--- src/common/flash_ctl_params.svh ---
// offsets, command codes and timing counts of the flash host controller
`ifndef FLASH_CTL_PARAMS_SVH
`define FLASH_CTL_PARAMS_SVH

`define REG_CTRL        8'h00
`define REG_ADDR        8'h04
`define REG_DATA        8'h08
`define REG_COUNT       8'h0c
`define REG_STATUS      8'h10
`define REG_BUF         8'h14

`define CTRL_OP_LSB     0
`define CTRL_START_BIT  8

`define UNL_ADDR1       12'haaa
`define UNL_ADDR2       12'h555
`define CFI_ADDR        12'h0aa
`define ANY_ADDR        12'h000
`define UNL_DATA1       8'haa
`define UNL_DATA2       8'h55
`define CMD_PROG        8'ha0
`define CMD_BUF_LOAD    8'h25
`define CMD_BUF_CONFIRM 8'h29
`define CMD_RESET       8'hf0
`define CMD_BYP_ENTER   8'h20
`define CMD_EXIT1       8'h90
`define CMD_EXIT2       8'h00
`define CMD_ERASE       8'h80
`define CMD_CHIP        8'h10
`define CMD_SECTOR      8'h30
`define CMD_SUSPEND     8'hb0
`define CMD_RESUME      8'h30
`define CMD_PSUSPEND    8'h51
`define CMD_PRESUME     8'h50
`define CMD_EVAL        8'h35
`define CMD_BLANK       8'h33
`define CMD_CFI_ENTER   8'h98
`define CMD_CFI_EXIT    8'hff
`define CMD_ID_ENTRY    8'h90
`define CMD_SR_READ     8'h70
`define CMD_SR_CLEAR    8'h71
`define CMD_SSR_ENTRY   8'h88
`define CMD_LOCK_ENTRY  8'h40
`define CMD_PWD_ENTRY   8'h60

`define CLK_PERIOD_NS   10
`define T_SETUP_NS      20
`define T_STROBE_NS     60
`define T_HOLD_NS       20
`define T_SETUP_CYC  ((`T_SETUP_NS + `CLK_PERIOD_NS - 1) / `CLK_PERIOD_NS)
`define T_STROBE_CYC ((`T_STROBE_NS + `CLK_PERIOD_NS - 1) / `CLK_PERIOD_NS)
`define T_HOLD_CYC   ((`T_HOLD_NS + `CLK_PERIOD_NS - 1) / `CLK_PERIOD_NS)
`define SYNC_EXTRA_CYC  3

`endif

--- src/common/flash_ctl_pkg.sv ---
// types shared by the flash host controller
package flash_ctl_pkg;

  typedef enum logic [4:0] {
    OP_READ       = 5'h00,
    OP_RESET      = 5'h01,
    OP_SR_READ    = 5'h02,
    OP_SR_CLEAR   = 5'h03,
    OP_PROG       = 5'h04,
    OP_BUF_PROG   = 5'h05,
    OP_ABORT_RST  = 5'h06,
    OP_BYP_ENTER  = 5'h07,
    OP_BYP_PROG   = 5'h08,
    OP_BYP_BUF    = 5'h09,
    OP_BYP_EXIT   = 5'h0a,
    OP_CHIP_ERASE = 5'h0b,
    OP_SECT_ERASE = 5'h0c,
    OP_SUSPEND    = 5'h0d,
    OP_RESUME     = 5'h0e,
    OP_PSUSPEND   = 5'h0f,
    OP_PRESUME    = 5'h10,
    OP_EVAL       = 5'h11,
    OP_BLANK      = 5'h12,
    OP_CFI_ENTER  = 5'h13,
    OP_CFI_EXIT   = 5'h14,
    OP_ID_ENTRY   = 5'h15,
    OP_SSR_ENTRY  = 5'h16,
    OP_LOCK_ENTRY = 5'h17,
    OP_PWD_ENTRY  = 5'h18,
    OP_SET_EXIT   = 5'h19,
    OP_OVL_PROG   = 5'h1a,
    OP_PWD_PROG   = 5'h1b
  } op_e;

  typedef enum logic [2:0] {
    K_END    = 3'h0,
    K_WR     = 3'h1,
    K_WR_SA  = 3'h2,
    K_WR_USR = 3'h3,
    K_WR_CNT = 3'h4,
    K_WR_BUF = 3'h5,
    K_RD_USR = 3'h6
  } kind_e;

  typedef struct packed {
    kind_e       kind;
    logic [11:0] addr;
    logic [7:0]  data;
  } step_s;

  typedef enum logic [1:0] {
    SQ_IDLE  = 2'h0,
    SQ_PREP  = 2'h1,
    SQ_ISSUE = 2'h2,
    SQ_WAIT  = 2'h3
  } seq_state_e;

  typedef enum logic [1:0] {
    BS_IDLE   = 2'h0,
    BS_SETUP  = 2'h1,
    BS_STROBE = 2'h2,
    BS_HOLD   = 2'h3
  } bus_state_e;

endpackage : flash_ctl_pkg

--- src/hw/flash_host_ctl.sv ---
// host controller issuing byte-mode command sequences to a parallel flash
`timescale 1ns/1ps
`default_nettype none
`include "flash_ctl_params.svh"
module flash_host_ctl
  import flash_ctl_pkg::*;
#(
  parameter int AW    = 27,
  parameter int DEPTH = 256
) (
  // clock and reset
  input  wire logic          ref_clk,
  input  wire logic          rst,
  // apb slave
  input  wire logic          psel,
  input  wire logic          penable,
  input  wire logic          pwrite,
  input  wire logic [7:0]    paddr,
  input  wire logic [31:0]   pwdata,
  output logic      [31:0]   prdata_q,
  output logic               pready_q,
  output logic               pslverr_q,
  // flash pins
  output logic               flash_ce_n,
  output logic               flash_we_n,
  output logic               flash_oe_n,
  output logic      [AW-1:0] flash_addr,
  output logic      [7:0]    flash_dq_o,
  output logic               flash_dq_oe,
  input  wire logic [7:0]    flash_dq_i
);
  localparam int BW = $clog2(DEPTH);

  seq_state_e    st_q, st_d;
  op_e           op_q, op_d;
  logic [2:0]    idx_q, idx_d;
  logic [BW-1:0] bidx_q, bidx_d, bwp_q, bwp_d;
  logic [AW-1:0] addr_q, addr_d;
  logic [7:0]    data_q, data_d, cnt_q, cnt_d, rd_q, rd_d;
  logic          bypass_q, bypass_d, ovl_q, ovl_d, refused_q, refused_d;
  logic [1:0]    pwd_next_q, pwd_next_d;
  logic [31:0]   prdata_d;
  logic          pready_d, pslverr_d;
  logic          eng_start, eng_done;
  logic [AW-1:0] eng_addr;
  logic [7:0]    eng_wdata, eng_rdata, buf_rdata;
  logic          buf_we, wr_acc, busy, ok;
  op_e           new_op;
  step_s         step;

  function automatic step_s mk(kind_e k, logic [11:0] a, logic [7:0] d);
    step_s s;
    s.kind = k;
    s.addr = a;
    s.data = d;
    return s;
  endfunction : mk

  function automatic logic needs_unlock(op_e op);
    case (op)
      OP_PROG, OP_BUF_PROG, OP_ABORT_RST, OP_BYP_ENTER, OP_CHIP_ERASE,
      OP_SECT_ERASE, OP_ID_ENTRY, OP_SSR_ENTRY, OP_LOCK_ENTRY,
      OP_PWD_ENTRY: return 1'b1;
      default:      return 1'b0;
    endcase
  endfunction : needs_unlock

  // command part of each sequence, after any unlock pair
  function automatic step_s body_of(op_e op, logic [2:0] j);
    step_s s;
    s = mk(K_END, `ANY_ADDR, 8'h00);
    case (op)
      OP_READ: if (j == 3'd0) s = mk(K_RD_USR, `ANY_ADDR, 8'h00);
      OP_RESET: if (j == 3'd0) s = mk(K_WR, `ANY_ADDR, `CMD_RESET);
      OP_SR_READ: begin
        if (j == 3'd0) s = mk(K_WR, `UNL_ADDR1, `CMD_SR_READ);
        if (j == 3'd1) s = mk(K_RD_USR, `ANY_ADDR, 8'h00);
      end
      OP_SR_CLEAR: if (j == 3'd0) s = mk(K_WR, `UNL_ADDR1, `CMD_SR_CLEAR);
      OP_PROG, OP_BYP_PROG, OP_OVL_PROG, OP_PWD_PROG: begin
        if (j == 3'd0) s = mk(K_WR, `UNL_ADDR1, `CMD_PROG);
        if (j == 3'd1) s = mk(K_WR_USR, `ANY_ADDR, 8'h00);
      end
      OP_BUF_PROG, OP_BYP_BUF: begin
        if (j == 3'd0) s = mk(K_WR_SA, `ANY_ADDR, `CMD_BUF_LOAD);
        if (j == 3'd1) s = mk(K_WR_CNT, `ANY_ADDR, 8'h00);
        if (j == 3'd2) s = mk(K_WR_BUF, `ANY_ADDR, 8'h00);
        if (j == 3'd3) s = mk(K_WR_SA, `ANY_ADDR, `CMD_BUF_CONFIRM);
      end
      OP_ABORT_RST: if (j == 3'd0) s = mk(K_WR, `UNL_ADDR1, `CMD_RESET);
      OP_BYP_ENTER: if (j == 3'd0) s = mk(K_WR, `UNL_ADDR1, `CMD_BYP_ENTER);
      OP_BYP_EXIT, OP_SET_EXIT: begin
        if (j == 3'd0) s = mk(K_WR, `ANY_ADDR, `CMD_EXIT1);
        if (j == 3'd1) s = mk(K_WR, `ANY_ADDR, `CMD_EXIT2);
      end
      OP_CHIP_ERASE, OP_SECT_ERASE: begin
        if (j == 3'd0) s = mk(K_WR, `UNL_ADDR1, `CMD_ERASE);
        if (j == 3'd1) s = mk(K_WR, `UNL_ADDR1, `UNL_DATA1);
        if (j == 3'd2) s = mk(K_WR, `UNL_ADDR2, `UNL_DATA2);
        if (j == 3'd3) s = (op == OP_CHIP_ERASE)
                           ? mk(K_WR, `UNL_ADDR1, `CMD_CHIP)
                           : mk(K_WR_SA, `ANY_ADDR, `CMD_SECTOR);
      end
      OP_SUSPEND:  if (j == 3'd0) s = mk(K_WR, `ANY_ADDR, `CMD_SUSPEND);
      OP_RESUME:   if (j == 3'd0) s = mk(K_WR, `ANY_ADDR, `CMD_RESUME);
      OP_PSUSPEND: if (j == 3'd0) s = mk(K_WR, `ANY_ADDR, `CMD_PSUSPEND);
      OP_PRESUME:  if (j == 3'd0) s = mk(K_WR, `ANY_ADDR, `CMD_PRESUME);
      OP_EVAL:     if (j == 3'd0) s = mk(K_WR_SA, `UNL_ADDR1, `CMD_EVAL);
      OP_BLANK:    if (j == 3'd0) s = mk(K_WR_SA, `UNL_ADDR1, `CMD_BLANK);
      OP_CFI_ENTER: if (j == 3'd0) s = mk(K_WR_SA, `CFI_ADDR, `CMD_CFI_ENTER);
      OP_CFI_EXIT: if (j == 3'd0) s = mk(K_WR, `ANY_ADDR, `CMD_CFI_EXIT);
      OP_ID_ENTRY: if (j == 3'd0) s = mk(K_WR, `UNL_ADDR1, `CMD_ID_ENTRY);
      OP_SSR_ENTRY: if (j == 3'd0) s = mk(K_WR, `UNL_ADDR1, `CMD_SSR_ENTRY);
      OP_LOCK_ENTRY: if (j == 3'd0) s = mk(K_WR, `UNL_ADDR1, `CMD_LOCK_ENTRY);
      OP_PWD_ENTRY: if (j == 3'd0) s = mk(K_WR, `UNL_ADDR1, `CMD_PWD_ENTRY);
      default: s = mk(K_END, `ANY_ADDR, 8'h00);
    endcase
    return s;
  endfunction : body_of

  function automatic step_s step_at(op_e op, logic [2:0] i);
    if (needs_unlock(op)) begin
      if (i == 3'd0) return mk(K_WR, `UNL_ADDR1, `UNL_DATA1);
      if (i == 3'd1) return mk(K_WR, `UNL_ADDR2, `UNL_DATA2);
      return body_of(op, i - 3'd2);
    end
    return body_of(op, i);
  endfunction : step_at

  assign new_op = op_e'(pwdata[`CTRL_OP_LSB +: 5]);
  assign busy   = (st_q != SQ_IDLE);
  assign wr_acc = psel & penable & pready_q & pwrite;
  assign buf_we = wr_acc & (paddr == `REG_BUF);
  assign step   = step_at(op_q, idx_q);

  // upper address bits of command cycles stay zero; sector cycles carry
  // the caller's address above bit 11 so any sector offset works
  always_comb begin
    eng_addr  = {{(AW-12){1'b0}}, step.addr};
    eng_wdata = step.data;
    case (step.kind)
      K_WR_SA:  eng_addr = {addr_q[AW-1:12], step.addr};
      K_WR_USR, K_RD_USR: begin
        eng_addr  = addr_q;
        eng_wdata = data_q;
      end
      K_WR_CNT: begin
        eng_addr  = addr_q;
        eng_wdata = cnt_q;
      end
      K_WR_BUF: begin
        eng_addr  = addr_q + AW'(bidx_q);
        eng_wdata = buf_rdata;
      end
      default: eng_addr = {{(AW-12){1'b0}}, step.addr};
    endcase
  end

  // legality of a new order as seen from the host
  always_comb begin
    case (new_op)
      OP_BYP_PROG, OP_BYP_BUF: ok = bypass_q;
      OP_PWD_PROG: ok = ovl_q && pwdata[17:16] == pwd_next_q;
      OP_BYP_EXIT: ok = bypass_q;
      default:     ok = 1'b1;
    endcase
  end

  always_comb begin
    st_d       = st_q;
    op_d       = op_q;
    idx_d      = idx_q;
    bidx_d     = bidx_q;
    bwp_d      = buf_we ? bwp_q + BW'(1) : bwp_q;
    addr_d     = addr_q;
    data_d     = data_q;
    cnt_d      = cnt_q;
    rd_d       = rd_q;
    bypass_d   = bypass_q;
    ovl_d      = ovl_q;
    refused_d  = refused_q;
    pwd_next_d = pwd_next_q;
    eng_start  = 1'b0;
    if (wr_acc) begin
      case (paddr)
        `REG_ADDR:  addr_d = pwdata[AW-1:0];
        `REG_DATA:  data_d = pwdata[7:0];
        `REG_COUNT: cnt_d  = pwdata[7:0];
        `REG_CTRL: begin
          if (pwdata[`CTRL_START_BIT]) begin
            if (!busy && ok) begin
              op_d      = new_op;
              idx_d     = 3'd0;
              bidx_d    = '0;
              refused_d = 1'b0;
              st_d      = SQ_PREP;
            end else begin
              refused_d = 1'b1;
            end
          end
        end
        default: ;
      endcase
    end
    case (st_q)
      SQ_IDLE: ;
      SQ_PREP: begin
        if (step.kind == K_END) begin
          st_d  = SQ_IDLE;
          bwp_d = '0;
          case (op_q)
            OP_BYP_ENTER: bypass_d = 1'b1;
            OP_BYP_EXIT:  bypass_d = 1'b0;
            OP_RESET, OP_SET_EXIT, OP_CFI_EXIT: ovl_d = 1'b0;
            OP_ID_ENTRY, OP_CFI_ENTER, OP_SSR_ENTRY, OP_LOCK_ENTRY:
              ovl_d = 1'b1;
            OP_PWD_ENTRY: begin
              ovl_d      = 1'b1;
              pwd_next_d = 2'd0;
            end
            OP_PWD_PROG: pwd_next_d = pwd_next_q + 2'd1;
            default: ;
          endcase
        end else begin
          st_d = SQ_ISSUE;
        end
      end
      SQ_ISSUE: begin
        eng_start = 1'b1;
        st_d      = SQ_WAIT;
      end
      SQ_WAIT: begin
        if (eng_done) begin
          st_d = SQ_PREP;
          if (step.kind == K_RD_USR) begin
            rd_d = eng_rdata;
          end
          if (step.kind == K_WR_BUF && 8'(bidx_q) != cnt_q) begin
            bidx_d = bidx_q + BW'(1);
          end else begin
            idx_d  = idx_q + 3'd1;
            bidx_d = '0;
          end
        end
      end
      default: st_d = SQ_IDLE;
    endcase
  end

  always_comb begin
    pready_d  = psel & penable & ~pready_q;
    pslverr_d = 1'b0;
    prdata_d  = 32'h0000_0000;
    case (paddr)
      `REG_CTRL:   prdata_d = {27'h0, op_q};
      `REG_ADDR:   prdata_d = 32'(addr_q);
      `REG_DATA:   prdata_d = {24'h0, data_q};
      `REG_COUNT:  prdata_d = {24'h0, cnt_q};
      `REG_STATUS: prdata_d = {14'h0, pwd_next_q, rd_q,
                               4'h0, refused_q, ovl_q, bypass_q, busy};
      `REG_BUF:    prdata_d = 32'(bwp_q);
      default:     pslverr_d = pready_d;
    endcase
  end

  always_ff @(posedge ref_clk) begin
    if (rst) begin
      st_q       <= SQ_IDLE;
      op_q       <= OP_READ;
      idx_q      <= 3'd0;
      bidx_q     <= '0;
      bwp_q      <= '0;
      addr_q     <= '0;
      data_q     <= 8'h00;
      cnt_q      <= 8'h00;
      rd_q       <= 8'h00;
      bypass_q   <= 1'b0;
      ovl_q      <= 1'b0;
      refused_q  <= 1'b0;
      pwd_next_q <= 2'd0;
      prdata_q   <= 32'h0000_0000;
      pready_q   <= 1'b0;
      pslverr_q  <= 1'b0;
    end else begin
      st_q       <= st_d;
      op_q       <= op_d;
      idx_q      <= idx_d;
      bidx_q     <= bidx_d;
      bwp_q      <= bwp_d;
      addr_q     <= addr_d;
      data_q     <= data_d;
      cnt_q      <= cnt_d;
      rd_q       <= rd_d;
      bypass_q   <= bypass_d;
      ovl_q      <= ovl_d;
      refused_q  <= refused_d;
      pwd_next_q <= pwd_next_d;
      prdata_q   <= prdata_d;
      pready_q   <= pready_d;
      pslverr_q  <= pslverr_d;
    end
  end

  flash_buf_mem #(.DW(8), .DEPTH(DEPTH)) u_buf (
    .ref_clk (ref_clk),
    .we      (buf_we),
    .waddr   (bwp_q),
    .wdata   (pwdata[7:0]),
    .raddr   (bidx_q),
    .rdata_q (buf_rdata)
  );

  flash_bus_cycle #(.AW(AW), .DW(8)) u_cyc (
    .ref_clk (ref_clk),
    .rst     (rst),
    .start   (eng_start),
    .rd      (step.kind == K_RD_USR),
    .addr    (eng_addr),
    .wdata   (eng_wdata),
    .done_q  (eng_done),
    .rdata_q (eng_rdata),
    .ce_n_q  (flash_ce_n),
    .we_n_q  (flash_we_n),
    .oe_n_q  (flash_oe_n),
    .a_q     (flash_addr),
    .dq_o_q  (flash_dq_o),
    .dq_oe_q (flash_dq_oe),
    .dq_i    (flash_dq_i)
  );
endmodule : flash_host_ctl
`default_nettype wire

--- src/hw/flash_buf_mem.sv ---
// byte store for write-buffer program data
`timescale 1ns/1ps
`default_nettype none
module flash_buf_mem #(
  parameter int DW    = 8,
  parameter int DEPTH = 256,
  parameter int AW    = $clog2(DEPTH)
) (
  // clock
  input  wire logic          ref_clk,
  // write side
  input  wire logic          we,
  input  wire logic [AW-1:0] waddr,
  input  wire logic [DW-1:0] wdata,
  // read side
  input  wire logic [AW-1:0] raddr,
  output logic      [DW-1:0] rdata_q
);
  logic [DW-1:0] mem [DEPTH];

  always_ff @(posedge ref_clk) begin
    if (we) begin
      mem[waddr] <= wdata;
    end
    rdata_q <= mem[raddr];
  end
endmodule : flash_buf_mem
`default_nettype wire

--- src/hw/flash_bus_cycle.sv ---
// one asynchronous write or read cycle on the flash pins
`timescale 1ns/1ps
`default_nettype none
`include "flash_ctl_params.svh"
module flash_bus_cycle
  import flash_ctl_pkg::*;
#(
  parameter int AW = 27,
  parameter int DW = 8
) (
  // clock and reset
  input  wire logic          ref_clk,
  input  wire logic          rst,
  // request
  input  wire logic          start,
  input  wire logic          rd,
  input  wire logic [AW-1:0] addr,
  input  wire logic [DW-1:0] wdata,
  output logic               done_q,
  output logic      [DW-1:0] rdata_q,
  // flash pins
  output logic               ce_n_q,
  output logic               we_n_q,
  output logic               oe_n_q,
  output logic      [AW-1:0] a_q,
  output logic      [DW-1:0] dq_o_q,
  output logic               dq_oe_q,
  input  wire logic [DW-1:0] dq_i
);
  bus_state_e    st_q, st_d;
  logic [3:0]    cnt_q, cnt_d;
  logic          rd_q, rd_d;
  logic [DW-1:0] s1_q, s2_q, s3_q;
  logic          done_d, ce_n_d, we_n_d, oe_n_d, dq_oe_d;
  logic [AW-1:0] a_d;
  logic [DW-1:0] dq_o_d, rdata_d;

  always_comb begin
    st_d    = st_q;
    cnt_d   = cnt_q;
    rd_d    = rd_q;
    done_d  = 1'b0;
    ce_n_d  = ce_n_q;
    we_n_d  = we_n_q;
    oe_n_d  = oe_n_q;
    a_d     = a_q;
    dq_o_d  = dq_o_q;
    dq_oe_d = dq_oe_q;
    rdata_d = rdata_q;
    case (st_q)
      BS_IDLE: begin
        if (start) begin
          st_d    = BS_SETUP;
          cnt_d   = 4'(`T_SETUP_CYC);
          rd_d    = rd;
          a_d     = addr;
          dq_o_d  = wdata;
          dq_oe_d = ~rd;
          ce_n_d  = 1'b0;
        end
      end
      BS_SETUP: begin
        cnt_d = cnt_q - 4'd1;
        if (cnt_q == 4'd1) begin
          st_d   = BS_STROBE;
          we_n_d = rd_q;
          oe_n_d = ~rd_q;
          // read strobe covers the input synchroniser latency
          cnt_d  = rd_q ? 4'(`T_STROBE_CYC + `SYNC_EXTRA_CYC)
                        : 4'(`T_STROBE_CYC);
        end
      end
      BS_STROBE: begin
        cnt_d = cnt_q - 4'd1;
        if (rd_q && s2_q == s3_q) begin
          rdata_d = s3_q;
        end
        if (cnt_q == 4'd1) begin
          st_d   = BS_HOLD;
          we_n_d = 1'b1;
          oe_n_d = 1'b1;
          cnt_d  = 4'(`T_HOLD_CYC);
        end
      end
      BS_HOLD: begin
        cnt_d = cnt_q - 4'd1;
        if (cnt_q == 4'd1) begin
          st_d    = BS_IDLE;
          ce_n_d  = 1'b1;
          dq_oe_d = 1'b0;
          done_d  = 1'b1;
        end
      end
      default: st_d = BS_IDLE;
    endcase
  end

  always_ff @(posedge ref_clk) begin
    s1_q <= dq_i;
    s2_q <= s1_q;
    s3_q <= s2_q;
    if (rst) begin
      st_q    <= BS_IDLE;
      cnt_q   <= 4'd0;
      rd_q    <= 1'b0;
      done_q  <= 1'b0;
      ce_n_q  <= 1'b1;
      we_n_q  <= 1'b1;
      oe_n_q  <= 1'b1;
      a_q     <= '0;
      dq_o_q  <= '0;
      dq_oe_q <= 1'b0;
      rdata_q <= '0;
    end else begin
      st_q    <= st_d;
      cnt_q   <= cnt_d;
      rd_q    <= rd_d;
      done_q  <= done_d;
      ce_n_q  <= ce_n_d;
      we_n_q  <= we_n_d;
      oe_n_q  <= oe_n_d;
      a_q     <= a_d;
      dq_o_q  <= dq_o_d;
      dq_oe_q <= dq_oe_d;
      rdata_q <= rdata_d;
    end
  end
endmodule : flash_bus_cycle
`default_nettype wire

--- config.mk ---
export PLATFORM = sky130hd
export DESIGN_NAME = flash_host_ctl
export DESIGN_NICKNAME = d
export VERILOG_FILES = /design/src/common/flash_ctl_pkg.sv /design/src/hw/flash_host_ctl.sv /design/src/hw/flash_buf_mem.sv /design/src/hw/flash_bus_cycle.sv
export VERILOG_INCLUDE_DIRS = /design/src /design/src/common
export SDC_FILE = /design/constraint.sdc
export NUM_CORES = 2
export LEC_CHECK = 0
export ABC_AREA = 1
export BUFFER_PORTS_ARGS = -buffer_cell sky130_fd_sc_hd__buf_2
export CAP_MARGIN = 20
export CELL_PAD_IN_SITES_DETAIL_PLACEMENT = 1
export CELL_PAD_IN_SITES_GLOBAL_PLACEMENT = 2
export CORE_MARGIN = 2
export CORE_UTILIZATION = 40
export CTS_BUF_LIST = sky130_fd_sc_hd__clkbuf_4 sky130_fd_sc_hd__clkbuf_8
export DETAILED_ROUTE_END_ITERATION = 8
export HOLD_SLACK_MARGIN = 0.05
export MAX_ROUTING_LAYER = met4
export PLACE_DENSITY_LB_ADDON = 0.1
export REMOVE_ABC_BUFFERS = 1
export SLEW_MARGIN = 20
export SYNTH_ARGS = -nofsm -noshare
export SYNTH_HDL_FRONTEND = slang
export SYNTH_SLANG_ARGS = --single-unit
--- constraint.sdc ---
create_clock -name ref_clk -period 3.3 [get_ports ref_clk]
set_input_delay 0.33 -clock ref_clk [delete_from_list [all_inputs] [get_ports ref_clk]]
set_output_delay 0.33 -clock ref_clk [all_outputs]
set_load 0.01 [all_outputs]
## After elaboration in Yosys (flattened, before gate mapping)

Memories as Yosys holds them, arrays and structs flattened. A register that Yosys moved wholly into a read port is not among the register bits.
Index checks and enable logic that the tools add are counted.

- Memories kept: 2
- Bits in read-only memories: 32
- Logic and storage cells: 286
- Bits in registers: 195
- Bits in latches: 0
- Output and inout bits: 73
- RAM bits: 2048
- Bits of input ports: 53

- Shift-type cells: 0
- Reduce and logical (&&, ||, !) cells: 42
- $add $sub $neg: 7
- Divide/modulo/power cells: 0
- Mux-type cells: 135
- Multiply operators: 0
- Magnitude comparators: 0
- Bitwise operators: 9
- Eq/ne operators: 61

Memory list:

| name | depth | width | read ports | clocked after memory_dff | wr ports | line | RTL |
|---|---|---|---|---|---|---|---|
| u_buf.mem | 256 | 8 | 1 | 1 | 1 | flash_buf_mem.sv:19 | `logic [DW-1:0] mem [DEPTH];` |
| (no name shown) | 32 | 1 | 1 | 1 | 0 | flash_host_ctl.sv:60 | `case (op)` |

Operator list:

| operator | number |
|---|---|
| case mux 23 bit (22 select lines) | 2 |
| 2-to-1 mux 21 bit | 34 |
| 2-to-1 mux 23 bit | 26 |
| 2-to-1 mux 22 bit | 9 |
| case mux 27 bit (6 select lines) | 1 |
| case mux 27 bit (3 select lines) | 1 |
| 2-to-1 mux 8 bit | 10 |
| equality test 5 bit, second input constant | 13 |
| equality test 5 x 4 -> 1 bit, second input constant | 11 |
| adder 27 x 8 -> 27 bit | 1 |
| case mux 8 bit (3 select lines) | 1 |
| 2-to-1 mux 3 bit | 7 |
| AND reduction 3 bit | 7 |
| equality test 5 x 3 -> 1 bit, second input constant | 4 |
| 2-to-1 mux 2 bit | 10 |
| equality test 3 x 2 -> 1 bit, second input constant | 6 |
| 2-to-1 mux 1 bit | 17 |
| adder 8 x 1 -> 8 bit, second input constant | 2 |
| equality test 8 x 4 -> 1 bit, second input constant | 2 |
| equality test 8 x 5 -> 1 bit, second input constant | 2 |
| 2-to-1 mux 4 bit | 4 |
| case mux 4 bit (4 select lines) | 1 |
| case mux 1 bit (2 select lines) | 7 |
| nonzero test 2 bit | 6 |
| other kinds (36) | 70 |

## Depth between registers and ports, before layout

- Word-level depth: 16
- Gate-level depth with buffers: 20
- Depth with buffers taken out: 20

## Modules after synthesis

Synthesis repeated with hierarchy kept, for this count alone.

- Cell total of the unflattened synthesis: 8572
- Area total of the unflattened synthesis: 93784.9 µm²

Modules (own cells, without submodules):

| module | cells each | area an instance (µm²) | seq. area each (µm²) | times used |
|---|---|---|---|---|
| flash_buf_mem | 7003 | 83396.2 | 61659.1 | 1 |
| flash_host_ctl | 1193 | 7423.4 | 2242.2 | 1 |
| flash_bus_cycle | 376 | 2965.3 | 1581.5 | 1 |

## Worst setup path before layout

No wires, ideal clock.

- Kind: input to register
- Start: input paddr[1]
- End: memory u_buf.mem[191][0], enable pin
- Required time: 2.917 ns
- Arrival: 2.345 ns
- Cell stages on the path: 11
- Slack: 0.572 ns
- Path buffers: 0
- Library setup time: 0.383 ns
- Cells stage by stage: nor2_1 > inv_1 > nor3_2 > nand2_1 > nor2_1 > nand2_1 > nor2_1 > inv_1 > nor2_1 > inv_1 > nor3_1

- Word-level cells in the longest chain between the ends: 4

Ends and longest elaborated chain:

| item | line | RTL |
|---|---|---|
| start, declared | flash_host_ctl.sv:18 | `input wire logic [7:0] paddr,` |
| equality test 8 x 5 -> 1 bit | - |  |
| AND 1 bit | flash_host_ctl.sv:133 | `` assign buf_we = wr_acc & (paddr == `REG_BUF); `` |
| 2-to-1 mux 1 bit | flash_buf_mem.sv:22 | `if (we) begin` |
| 2-to-1 mux 1 bit (not written as such) | flash_buf_mem.sv:23 | `mem[waddr] <= wdata;` |
| end, declared | flash_buf_mem.sv:19 |  |

Every way passes these cells.

==> results.json <==
{
  "final_cells": 11930,
  "netlist_top_cells_area": "edfxtp_1 67%, o21ai_0 7.1%, nor2_1 6.7%",
  "grt_max_degree": 149,
  "grt_pass1_wl_um": 459800,
  "status": "finished, final reports clean",
  "grt_overflow": 0,
  "pre_cts_ws_ns": 0.08315,
  "arrival_ns": 4.12,
  "port_buffers": 115,
  "yosysMostFrequentCell": "edfxtp_1",
  "dieHeight_um": 482.3,
  "drv_slew": 0,
  "power_mw": 56.97,
  "syn_area_mm2": 0.09150,
  "synth_top_area_share": 0.6722,
  "syn_area_per_cell_um2": 11.63,
  "drtPass1Iterations": 6,
  "setup_viol": 0,
  "yosysTopAreaCell": "edfxtp_1",
  "design_area_mm2": 0.1086,
  "ys_warn_count": 0,
  "async_flop_share": 0,
  "dp.final_hpwl_um": 195900,
  "insertion_delay_ns": 1.09,
  "nets": 8711,
  "worst-setup-path-type": "flip-flop to flip-flop",
  "num_rows": 175,
  "drc_errors": 0,
  "crit_fanout": 27,
  "core-area_mm2": 0.2275,
  "ios": 126,
  "placed_cells": 11160,
  "ys_types": 52,
  "start_util": 0.4022,
  "h-tree-depth": 5,
  "vias": 66410,
  "die_w_um": 482.3,
  "cts_num_sinks": 2247,
  "drv_cap": 0,
  "worst_ir_drop_vdd_v": 0.0004097,
  "area_growth_pct": 18.70,
  "yosysSeqAreaShare": 0.7157,
  "synth_edf_count": 2048,
  "gp_congestion": 0.8821,
  "final_util": 0.4774,
  "antenna_left": 0,
  "drt_wl_total_um": 314200,
  "synth_flop_cell": "edfxtp_1",
  "drive_above_1_share": 0.1713,
  "fin_crit_ns": 3.141,
  "clk_path_buf_depth": 4,
  "die_area_mm2": 0.2326,
  "cp.required_ns": 4.28,
  "root_buffer": "clkbuf_8",
  "hold_viol_final": 0,
  "worst_pin_slew_ns": 0.9841,
  "tns_ns": 0,
  "min_path_type": "input port to flip-flop",
  "skew_ns": 0.08052,
  "cellPowerDensity_mw_per_mm2": 524.5,
  "cp-end-kind": "flip-flop",
  "antenna_found_initial": 19,
  "max_slew_margin": 0.3415,
  "fin_ws_ns": 0.1586,
  "tritoncts": "done",
  "syn_inst": 7870,
  "synth-seq-cells": 2247,
  "p_leak_nw": 38.13,
  "drt_iter0_drc": 5574,
  "nFillCells": 23880,
  "numCtsBuffers": 399,
  "dpl_cell_area_mm2": 0.1004,
  "wl_per_cell_um": 26.33,
  "fmaxAchievable_ghz": 0.3183,
  "via_per_inst": 5.564,
  "fin_hold_ws_ns": 0.1012,
  "synth_commonest_cells": "2048 x edfxtp_1, 1625 x nor2_1, 1302 x o21ai_0, 632 x nand2_1, 607 x o22ai_1",
  "grt_pass1_vias": 68270,
  "clk_pin_slew_ns": 0.06,
  "grt_use_total": 0.2747,
  "crit_path_start_kind": "flip-flop",
  "finalCritPeriodShare": 0.9519
}
## kinds of logic after synthesis
family / Yosys count / synth area share
adder cells (fa/ha/maj): 30 / 0.004185
other: 1 / 0.00004099
buffers and inverters: 715 / 0.03032
AO/OA/AOI/OAI: 2134 / 0.1271
XOR/XNOR: 32 / 0.003063
flip-flops: 2247 / 0.7157
AND/OR/NAND/NOR: 2711 / 0.1196
## what timing repair did
item	4_1_cts	5_1_grt
hold buffers	70	0
setup buffers	0	1
gates cloned	0	1
gates resized for setup	1	13
endpoints found under the setup margin	1	54
hold endpoints to repair	1177	0
## area by class of cell
class,count,area (µm²),area share
Sequential cell,2247,65500,0.6031
Multi-Input combinational cell,4912,23320,0.2147
Timing Repair Buffer,889,7819,0.07199
Clock buffer,546,6708,0.06176
Tap cell,3009,3765,0.03467
Clock inverter,147,763.2,0.007028
Inverter,178,706.9,0.006509
Antenna cell,5,12.51,0.0001152
Timing Repair inverter,1,5.005,0.00004608
## worst paths after layout
kind / start / to / slack (ns) / depth (start not counted)
setup reg to reg: bidx_q[0]$_SDFF_PP0_ / u_buf.rdata_q[7]$_DFF_P_ / 0.16 / 13
setup / recovery: bidx_q[0]$_SDFF_PP0_ / u_buf.rdata_q[7]$_DFF_P_ / 0.16 / 13
hold reg to reg: u_cyc.s1_q[7]$_DFF_P_ / u_cyc.s2_q[7]$_DFF_P_ / 0.33 / 0
hold / removal: psel / cnt_q[3]$_SDFFE_PP0P_ / 0.10 / 4
## cells in the final DEF (no fill, tap or decap), types with 19 or more instances in the layout
cell type / instances
nor2_1: 1623
buf_12: 93
clkbuf_4: 129
nand2_2: 31
xor2_1: 28
edfxtp_1: 2048
buf_4: 609
a21oi_1: 143
nand3_1: 328
dfxtp_1: 193
buf_2: 106
o21ai_0: 1300
nand4_1: 19
ha_1: 29
dlygate4sd3_1: 70
clkbuf_8: 417
o22ai_1: 607
nor3_1: 41
inv_1: 150
clkinv_2: 46
clkinv_1: 93
nand2_1: 616
## routing by layer
metal / up-vias / track usage / share of wire
li1: 30160 / - / -
met1: 34060 / 0.3740 / 0.45
met2: 1672 / 0.4372 / 0.48
met3: 509 / 0.03336 / 0.048
met4: 0 / 0.07261 / 0.025
met5: - / - / 0
## state kept, by name, summed over array words and instances (netlist names), 27 cells and up, named ones only
name / cells
u_buf.mem: 2048
addr_q: 27
prdata_q: 27
u_cyc.a_q: 27
## worst max-delay path, cell delays in order, from the launching register on
cell,delay [ns]
dfxtp_4,0.42
inv_16,0.23
buf_12,0.19
buf_6,0.24
buf_4,0.23
o21ai_0,0.11
o22ai_1,0.17
nor2_1,0.08
o22ai_1,0.35
nand2_1,0.11
nand3_1,0.14
nand3_1,0.27
a21oi_1,0.29
or2_2,0.14
## report_power, final
| part | switching (mW) | internal (mW) | leakage [nW] | total [mW] |
|---|---|---|---|---|
| sequential | 0.0247 | 31.1 | 20.0 | 31.1 |
| combinational | 0.745 | 0.221 | 14.1 | 0.965 |
| clock | 11.5 | 13.4 | 3.99 | 24.9 |
(Power assumes the default switching activity.)
